## src/hdl/pcs_cfg_pkg.sv

```systemverilog
// constants and types for the 100 Mb/s coding sublayer configuration bank
package pcs_cfg_pkg;

  // register addresses on the management port
  localparam logic [4:0] PCS_CONFIG_STATUS_ADDR = 5'h16;
  localparam logic [4:0] PCS_LINK_STATUS_ADDR = 5'h1E;

  // field positions in pcs_100m_config_status
  localparam int PCS_BIT_HOLD = 8;
  localparam int PCS_BIT_TO_SEL = 7;
  localparam int PCS_BIT_FIBER = 6;
  localparam int PCS_BIT_FORCE = 5;
  localparam int PCS_BIT_RSVD = 4;
  localparam int PCS_BIT_FAULT = 3;
  localparam int PCS_BIT_LINE_BYP = 2;
  localparam int PCS_BIT_TX_SKIP = 1;
  localparam int PCS_BIT_RX_SKIP = 0;

  // field positions in the link status register
  localparam int PCS_ST_LINK = 0;
  localparam int PCS_ST_LOCK = 1;
  localparam int PCS_ST_FORCE = 2;
  localparam int PCS_ST_STRAP = 3;

  // reset values of the fields; strapped fields hold PCS_RST_STRAPPED until the strap loads
  localparam logic PCS_RST_HOLD = 1'b1;
  localparam logic PCS_RST_TO_SEL = 1'b0;
  localparam logic PCS_RST_FORCE = 1'b0;
  localparam logic PCS_RST_LINE_BYP = 1'b0;
  localparam logic PCS_RST_STRAPPED = 1'b0;

  // descrambler loss-of-sync timeouts
  localparam int PCS_CLK_PERIOD_NS = 40;
  localparam int PCS_TO_SHORT_NS = 722000;
  localparam int PCS_TO_LONG_NS = 2000000;
  localparam logic [15:0] PCS_TO_SHORT_CYCLES =
    16'((PCS_TO_SHORT_NS + PCS_CLK_PERIOD_NS - 1) / PCS_CLK_PERIOD_NS);
  localparam logic [15:0] PCS_TO_LONG_CYCLES =
    16'((PCS_TO_LONG_NS + PCS_CLK_PERIOD_NS - 1) / PCS_CLK_PERIOD_NS);

  typedef enum logic [0:0] {
    PCS_LINK_DOWN = 1'b0,
    PCS_LINK_UP = 1'b1
  } pcs_link_state_type;

  function automatic logic pcs_addr_hit(input logic [4:0] addr, input logic [4:0] target);
    pcs_addr_hit = (addr == target);
  endfunction : pcs_addr_hit

endpackage : pcs_cfg_pkg

```

## src/hdl/pcs_sync_timer.sv

```systemverilog
// descrambler lock tracking with selectable loss-of-sync timeout
`timescale 1ns/1ps
module pcs_sync_timer
  import pcs_cfg_pkg::*;
#(
  parameter logic [15:0] P_SHORT_CYCLES = PCS_TO_SHORT_CYCLES,
  parameter logic [15:0] P_LONG_CYCLES = PCS_TO_LONG_CYCLES
) (
  input wire logic i_clk,
  input wire logic i_reset_n,
  input wire logic i_sync_seen,
  input wire logic i_long,
  output logic o_locked
);

  typedef struct packed {
    logic locked;
    logic [15:0] cnt;
  } pcs_timer_state_type;

  pcs_timer_state_type s_q, s_d;
  logic [15:0] limit;

  assign limit = i_long ? P_LONG_CYCLES : P_SHORT_CYCLES;

  always_comb begin
    s_d = s_q;
    if (i_sync_seen) begin
      s_d.locked = 1'b1;
      s_d.cnt = '0;
    end else if (s_q.locked) begin
      // select may change mid-count; a shrink below cnt drops lock at once
      if (s_q.cnt >= limit - 16'h0001) begin
        s_d.locked = 1'b0;
        s_d.cnt = '0;
      end else begin
        s_d.cnt = s_q.cnt + 16'h0001;
      end
    end
  end

  always_ff @(posedge i_clk or negedge i_reset_n) begin
    if (!i_reset_n) begin
      s_q <= '0;
    end else begin
      s_q <= s_d;
    end
  end

  assign o_locked = s_q.locked;
endmodule : pcs_sync_timer

```

## src/hdl/pcs_link_fsm.sv

```systemverilog
// 100 Mb/s link status decision from signal level and descrambler lock
`timescale 1ns/1ps
module pcs_link_fsm
  import pcs_cfg_pkg::*;
(
  input wire logic i_clk,
  input wire logic i_reset_n,
  input wire logic i_signal_valid,
  input wire logic i_locked,
  input wire logic i_hold_policy,
  output logic o_up
);

  typedef struct packed {
    pcs_link_state_type state;
  } pcs_fsm_state_type;

  pcs_fsm_state_type s_q, s_d;

  always_comb begin
    s_d = s_q;
    unique case (s_q.state)
      PCS_LINK_DOWN: begin
        if (i_signal_valid && i_locked) begin // [RULE1] [RULE2]
          s_d.state = PCS_LINK_UP;
        end
      end
      PCS_LINK_UP: begin
        if (!i_signal_valid) begin // [RULE1] [RULE2]
          s_d.state = PCS_LINK_DOWN;
        end else if (!i_hold_policy && !i_locked) begin // [RULE2]
          s_d.state = PCS_LINK_DOWN;
        end
      end
    endcase
  end

  always_ff @(posedge i_clk or negedge i_reset_n) begin
    if (!i_reset_n) begin
      s_q <= '{state: PCS_LINK_DOWN};
    end else begin
      s_q <= s_d;
    end
  end

  assign o_up = (s_q.state == PCS_LINK_UP);
endmodule : pcs_link_fsm

```

## src/hdl/pcs_cfg_bank.sv

```systemverilog
// configuration bank and link control for the 100 Mb/s coding sublayer
//
// What this block does
// RULE1 - hold policy set (reset 1): link up on signal plus lock, kept while signal
// RULE2 - hold policy clear: link drops on lost signal or lost descrambler lock
// RULE3 - timeout select: clear gives 722 us loss-of-sync timeout, set gives 2 ms
// RULE4 - fiber mode enable bit turns fiber operation on; loaded set by strap
// RULE5 - software issues a soft reset after changing fiber mode by write
// RULE6 - good 100 Mb/s link forced by register bit OR mac force input
// RULE7 - bit 4 reserved: writes ignored, reads return zero
// RULE8 - far-end fault enable bit turns fault indication on; set by strap
// RULE9 - line-code bypass bit (reset 0) removes inverted line coding when set
// RULE10 - transmit whitener skip bit removes scrambler; set by strap
// RULE11 - receive dewhitener skip bit removes descrambler; set by strap
// RULE12 - strap bits load from the strap sampled on the first clock after reset release, then follow writes
`timescale 1ns/1ps
module pcs_cfg_bank
  import pcs_cfg_pkg::*;
#(
  parameter logic [15:0] P_SHORT_CYCLES = PCS_TO_SHORT_CYCLES,
  parameter logic [15:0] P_LONG_CYCLES = PCS_TO_LONG_CYCLES
) (
  input wire logic I_MCLK,
  input wire logic I_RESET_N,
  input wire logic [4:0] I_ADDR,
  input wire logic [15:0] I_WDATA,
  input wire logic I_WR,
  input wire logic I_RD,
  input wire logic I_SIGNAL_VALID,
  input wire logic I_SYNC_SEEN,
  input wire logic I_MAC_FORCE_LINK_INPUT,
  input wire logic I_FIBER_STRAP,
  output logic [15:0] O_RDATA,
  output logic O_LINK_UP,
  output logic O_DESC_LOCKED,
  output logic O_FIBER_MODE_ENABLE,
  output logic O_FAR_END_FAULT_ENABLE,
  output logic O_LINE_CODE_BYPASS,
  output logic O_TX_WHITENER_SKIP,
  output logic O_RX_DEWHITENER_SKIP,
  output logic O_DESCRAMBLER_TIMEOUT_SELECT
);

  typedef struct packed {
    logic strap_done;
    logic link_hold_policy;
    logic descrambler_timeout_select;
    logic fiber_mode_enable;
    logic force_good_link;
    logic far_end_fault_enable;
    logic line_code_bypass;
    logic tx_whitener_skip;
    logic rx_dewhitener_skip;
    logic link_up;
    logic desc_locked;
    logic [15:0] rdata;
  } pcs_bank_state_type;

  localparam pcs_bank_state_type PCS_BANK_RESET = '{
    strap_done: 1'b0,
    link_hold_policy: PCS_RST_HOLD,
    descrambler_timeout_select: PCS_RST_TO_SEL,
    fiber_mode_enable: PCS_RST_STRAPPED,
    force_good_link: PCS_RST_FORCE,
    far_end_fault_enable: PCS_RST_STRAPPED,
    line_code_bypass: PCS_RST_LINE_BYP,
    tx_whitener_skip: PCS_RST_STRAPPED,
    rx_dewhitener_skip: PCS_RST_STRAPPED,
    link_up: 1'b0,
    desc_locked: 1'b0,
    rdata: 16'h0000
  };

  pcs_bank_state_type s_q, s_d;

  logic wr_cfg;
  logic rd_cfg;
  logic rd_status;
  logic force_any;
  logic timer_locked;
  logic fsm_up;
  logic [15:0] cfg_image;
  logic [15:0] status_image;

  assign wr_cfg = I_WR && pcs_addr_hit(I_ADDR, PCS_CONFIG_STATUS_ADDR);
  assign rd_cfg = I_RD && pcs_addr_hit(I_ADDR, PCS_CONFIG_STATUS_ADDR);
  assign rd_status = I_RD && pcs_addr_hit(I_ADDR, PCS_LINK_STATUS_ADDR);

  // the mac pin is taken as is, no filtering
  assign force_any = s_q.force_good_link || I_MAC_FORCE_LINK_INPUT; // [RULE6]

  // loss-of-sync timer; lock comes from sync events, not from software
  pcs_sync_timer #(
    .P_SHORT_CYCLES(P_SHORT_CYCLES),
    .P_LONG_CYCLES(P_LONG_CYCLES)
  ) u_timer (
    .i_clk(I_MCLK),
    .i_reset_n(I_RESET_N),
    .i_sync_seen(I_SYNC_SEEN),
    .i_long(s_q.descrambler_timeout_select), // [RULE3]
    .o_locked(timer_locked)
  );

  pcs_link_fsm u_fsm (
    .i_clk(I_MCLK),
    .i_reset_n(I_RESET_N),
    .i_signal_valid(I_SIGNAL_VALID),
    .i_locked(timer_locked),
    .i_hold_policy(s_q.link_hold_policy), // [RULE1] [RULE2]
    .o_up(fsm_up)
  );

  // upper bits belong to other logic and read as zero here
  always_comb begin
    cfg_image = 16'h0000;
    cfg_image[PCS_BIT_HOLD] = s_q.link_hold_policy;
    cfg_image[PCS_BIT_TO_SEL] = s_q.descrambler_timeout_select;
    cfg_image[PCS_BIT_FIBER] = s_q.fiber_mode_enable;
    cfg_image[PCS_BIT_FORCE] = s_q.force_good_link;
    cfg_image[PCS_BIT_RSVD] = 1'b0; // [RULE7]
    cfg_image[PCS_BIT_FAULT] = s_q.far_end_fault_enable;
    cfg_image[PCS_BIT_LINE_BYP] = s_q.line_code_bypass;
    cfg_image[PCS_BIT_TX_SKIP] = s_q.tx_whitener_skip;
    cfg_image[PCS_BIT_RX_SKIP] = s_q.rx_dewhitener_skip;
  end

  always_comb begin
    status_image = 16'h0000;
    status_image[PCS_ST_LINK] = s_q.link_up;
    status_image[PCS_ST_LOCK] = s_q.desc_locked;
    status_image[PCS_ST_FORCE] = force_any;
    status_image[PCS_ST_STRAP] = s_q.strap_done;
  end

  always_comb begin
    s_d = s_q;
    s_d.strap_done = 1'b1;
    if (!s_q.strap_done) begin
      // strap is sampled on the first edge after release, never by the reset
      s_d.fiber_mode_enable = I_FIBER_STRAP; // [RULE4] [RULE12]
      s_d.far_end_fault_enable = I_FIBER_STRAP; // [RULE8] [RULE12]
      s_d.tx_whitener_skip = I_FIBER_STRAP; // [RULE10] [RULE12]
      s_d.rx_dewhitener_skip = I_FIBER_STRAP; // [RULE11] [RULE12]
    end else if (wr_cfg) begin
      // fiber change needs a soft reset elsewhere; nothing is sequenced here
      s_d.fiber_mode_enable = I_WDATA[PCS_BIT_FIBER]; // [RULE4] [RULE5]
      s_d.far_end_fault_enable = I_WDATA[PCS_BIT_FAULT]; // [RULE8]
      s_d.tx_whitener_skip = I_WDATA[PCS_BIT_TX_SKIP]; // [RULE10]
      s_d.rx_dewhitener_skip = I_WDATA[PCS_BIT_RX_SKIP]; // [RULE11]
    end
    // non-strap fields accept a write even in the strap cycle
    if (wr_cfg) begin
      s_d.link_hold_policy = I_WDATA[PCS_BIT_HOLD]; // [RULE1] [RULE2]
      s_d.descrambler_timeout_select = I_WDATA[PCS_BIT_TO_SEL]; // [RULE3]
      s_d.force_good_link = I_WDATA[PCS_BIT_FORCE]; // [RULE6]
      s_d.line_code_bypass = I_WDATA[PCS_BIT_LINE_BYP]; // [RULE9]
    end
    s_d.link_up = fsm_up || force_any; // [RULE6]
    s_d.desc_locked = timer_locked;
    // read data stand for exactly one cycle, zero otherwise
    if (rd_cfg) begin
      s_d.rdata = cfg_image;
    end else if (rd_status) begin
      s_d.rdata = status_image;
    end else begin
      s_d.rdata = 16'h0000;
    end
  end

  always_ff @(posedge I_MCLK or negedge I_RESET_N) begin
    if (!I_RESET_N) begin
      s_q <= PCS_BANK_RESET;
    end else begin
      s_q <= s_d;
    end
  end

  assign O_RDATA = s_q.rdata;
  assign O_LINK_UP = s_q.link_up;
  assign O_DESC_LOCKED = s_q.desc_locked;
  assign O_FIBER_MODE_ENABLE = s_q.fiber_mode_enable;
  assign O_FAR_END_FAULT_ENABLE = s_q.far_end_fault_enable;
  assign O_LINE_CODE_BYPASS = s_q.line_code_bypass;
  assign O_TX_WHITENER_SKIP = s_q.tx_whitener_skip;
  assign O_RX_DEWHITENER_SKIP = s_q.rx_dewhitener_skip;
  assign O_DESCRAMBLER_TIMEOUT_SELECT = s_q.descrambler_timeout_select;
endmodule : pcs_cfg_bank

```

## config.mk

```make
export PLATFORM = sky130hd
export DESIGN_NAME = pcs_cfg_bank
export DESIGN_NICKNAME = d
export VERILOG_FILES = /design/src/hdl/pcs_cfg_pkg.sv /design/src/hdl/pcs_sync_timer.sv /design/src/hdl/pcs_link_fsm.sv /design/src/hdl/pcs_cfg_bank.sv
export SDC_FILE = /design/constraint.sdc
export NUM_CORES = 1
export LEC_CHECK = 0
export ABC_AREA = 1
export BUFFER_PORTS_ARGS = -buffer_cell sky130_fd_sc_hd__buf_2
export CORE_ASPECT_RATIO = 1.1
export CORE_MARGIN = 10
export CORE_UTILIZATION = 25
export DETAILED_ROUTE_END_ITERATION = 8
export SLEW_MARGIN = 20
export SYNTH_ARGS = -nofsm -noshare
export SYNTH_HDL_FRONTEND = slang
export SYNTH_HIERARCHICAL = 1
export SYNTH_SLANG_ARGS = --single-unit
```

## constraint.sdc

```tcl
create_clock -name I_MCLK -period 2.9 [get_ports I_MCLK]
set_input_delay 0 -clock I_MCLK [delete_from_list [all_inputs] [get_ports I_MCLK]]
set_output_delay 0 -clock I_MCLK [all_outputs]
set_load 0.02 [all_outputs]
```

==> impl_results.md <==
- Register area: 927 µm²
- Run status: finished, final reports clean
- Crit path capture type: flop
- Slew margin rel.: between 40 and 50%
- CTS root buf: clkbuf_8
- Area Growth Syn to Fin: 17.9%
- Power per cell area: 457 nW/µm²
- Tcrit/Tclk final: roughly 76%
- Worst skew pair latency: 0.29 ns
- Setup violators final: 0
- Fillers: 980
- Pre-antenna DRT Iters: 4
- Post-synthesis sequential area ratio: just under 40%
- DR WL/cell: 12.4 µm
- Synthesis Warnings: 6
- Buffers on Ports: 36
- DR iter-0 viols: 96
- Pleak: between 1 and 1.5 nW
- Post-DR vias/cell: between 4 and 5
- Post-route DRC: 0
- Final min period: 2.20 ns
- R2R Setup Slk: between 0.6 and 0.7 ns
- HPWL Detailed: approximately 4300 µm
- Setup TNS: 0 ns
- Synth Flop Type: dfrtp_1
- Max-cap violations: 0
- Design Area, Final: 2800 µm²
- Number of synthesized register bits: 37
- Post-synthesis instance total: 311
- Worst setup path endpoint: u_timer/s_q[9]$_DFFE_PN0P_
- Worst R2R Start: O_DESCRAMBLER_TIMEOUT_SELECT$_DFFE_PN0P_
- Initial antenna violation count: 0
- Unrepaired setup endpoints after global routing: no
- Worst Path Required: 3.10 ns
- Async SR Flop Fraction: between 90% and 100%
- Mapped Area: between 2000 and 2500 µm²
- Layout cells sized above 1: 21.9%
- # IOs: 53
- CTS Sinks: 37
- Final Power: 0.00128 W
- Syn_area_per_cell: 7.63 µm²
- H-tree levels: 2
- GRT Overall Usage: 8.41%
- Hold WC Path Type: input pin to flop
- N_diodes: 0
- Largest cells by area after synthesis: dfrtp_1 (38%), nand2_1 (16%), nand3_1 (5.9%)
- GPL Wtd Cong: just under 0.9
- Worst Setup SP: O_DESCRAMBLER_TIMEOUT_SELECT$_DFFE_PN0P_
- # rows: 37
- Die Wd: around 110 µm
- Starting Density: between 20 and 30%
- Die area: ~14000 µm²
- Distinct cells, synth: 37
- Max VDD drop: 0.000183 V
- GR Overflow Total: 0
- Max Slew Vio Count: 0
- Core footprint: 9310 µm²
- Crit path launch type: flop
- Bufs on Longest Clock Path: 2
- WL final: about 5800 µm
- Largest area contributor in the netlist: dfrtp_1
- Cell Area, Placed: between 2000 and 3000 µm²
- Die Ht: 122 µm
- Hold-fix buffers, CTS: 7
- Nets: a little under 400
- Number of global-route vias before repair: ~2200
- Kind of critical path: flop to flop
- Largest net degree at the start of global routing: 38
- Routed vias: 2043
- Reg2Reg Depth: 9
- Number of CTS-inserted buffers: 5
- Area of the multi-input gates: about 1200 µm²
- RR Endpoint: u_timer/s_q[9]$_DFFE_PN0P_
- Worst-path clk slew: ~0.08 ns
- Post-synth EDFFs: 0
- CTS tree: built
- Worst-Margin Slew: a little over 0.8 ns
- Post-CTS sizing: 0
- Worst Clk Skew: between 0.008 and 0.009 ns
- Postcts setup bufs: 0
- Crit path max fanout: 12
- Fmax: between 400 and 500 MHz
- First-pass GRT wire length: between 9000 and 10000 µm
- Area share of the largest cell type after synthesis: a little under two fifths
- DRT antenna net count: 0
- CP Data Arrival Time: approximately 2.4 ns
- Final hold viol count: 0
## area by class of cell
type	instances	area share [%]
Tap cell	117	5.23
Sequential cell	37	33.1
Inverter	34	4.56
Timing Repair Buffer	44	9.21
Multi-Input combinational cell	228	42.9
Clock buffer	5	2.46
Clock inverter	3	2.46
## metal layers
| layer | share of wire [%] | wire length, µm | global-route usage (%) |
|---|---|---|---|
| met5 | 0 | 0 | 0 |
| met4 | 1.4 | 82 | 2.70 |
| met3 | 8.4 | 488 | 3.05 |
| met2 | 48 | 2800 | 15.1 |
| met1 | 42 | 2410 | 8.97 |
## power breakdown
group	internal [W]	switching, W
logic	0.0000601	0.000106
clock network	0.000346	0.000200
registers	0.000540	0.0000264
total	0.000947	0.000332
## worst min-delay path by stage
stage	from	to	slack [ns]	depth (start not counted)
6_report	I_WDATA[3]	O_FAR_END_FAULT_ENABLE$_DFFE_PN0P_	0.004	5
5_1_grt	I_WDATA[3]	O_FAR_END_FAULT_ENABLE$_DFFE_PN0P_	0.02	5
4_1_cts	I_WDATA[3]	O_FAR_END_FAULT_ENABLE$_DFFE_PN0P_	0.001	5
3_5_place_dp	I_RESET_N	O_RDATA[5]$_DFF_PN0_	0.15	1
3_3_place_gp	I_RESET_N	O_RDATA[5]$_DFF_PN0_	0.16	1
2_1_floorplan	I_RESET_N	O_DESCRAMBLER_TIMEOUT_SELECT$_DFFE_PN0P_	-0.30	0
## cells by family after synthesis
kind of cell	synth area share (%)
buf+inv	11.4
flops	39.1
xor+xnor	1.11
compound gates	8.49
fa+ha+maj	4.75
other cells	0.317
simple gates	34.9
## worst max-delay path: stages (launching register included)
cell     delay [ns]
dfrtp_1        0.50
inv_1          0.20
ha_1           0.33
a21oi_1        0.16
nand2_1        0.07
nand2_1        0.05
nand2_1        0.08
nand2_1        0.08
nand3_2        0.33
o21ai_0        0.31
## synthesized netlist by cell type, types with 2 or more instances
cell type / instances
conb_1: 2
nand2_4: 2
nand2_1: 98
nor3_1: 2
nor2_2: 2
o21bai_1: 2
xor2_1: 2
nor2_4: 2
or2_2: 2
and2_1: 3
a21oi_2: 2
ha_1: 9
o21ai_0: 4
nor2_1: 30
nand2_2: 3
a21oi_1: 3
o21ai_2: 12
nand3_1: 28
buf_4: 17
dfrtp_1: 36
nand4_1: 3
inv_1: 32
## sequential cells by signal (all words and copies together), names as in the netlist
register	count
O_FIBER_MODE_ENABLE	1
O_DESCRAMBLER_TIMEOUT_SELECT	1
O_TX_WHITENER_SKIP	1
O_RX_DEWHITENER_SKIP	1
u_fsm/o_up	1
O_LINK_UP	1
O_LINE_CODE_BYPASS	1
u_timer/s_q	16
s_q	1
u_timer/o_locked	1
O_RDATA	8
O_DESC_LOCKED	1
O_FAR_END_FAULT_ENABLE	1
cfg_image	2
## stage by stage
stage                     worst slack [ns]  utilization, %  hold WS, ns  cells
after floorplan                       1.12               -       -0.296    318
after global placement               0.780            27.8        0.157    453
after detailed placement             0.689            27.8        0.154    453
after CTS                            0.671            30.1      0.00119    468
after global routing                 0.484            30.1       0.0246    468
final                                0.698            30.1      0.00408    468
## placed cells by master, fill, tap and decap left out, drive strengths merged, types with 2 or more instances in the layout
cell type    count
nand2          103
buf             37
dfrtp           36
inv             34
nor2            34
nand3           29
o21ai           17
conb             9
ha               9
dlygate4sd3      7
a21oi            6
clkbuf           5
nor3             4
nand4            3
and2             3
bufinv           2
o21bai           2
or2              2
xor2             2
nand3b           2
Note: power is estimated with default switching activity, not from simulation.
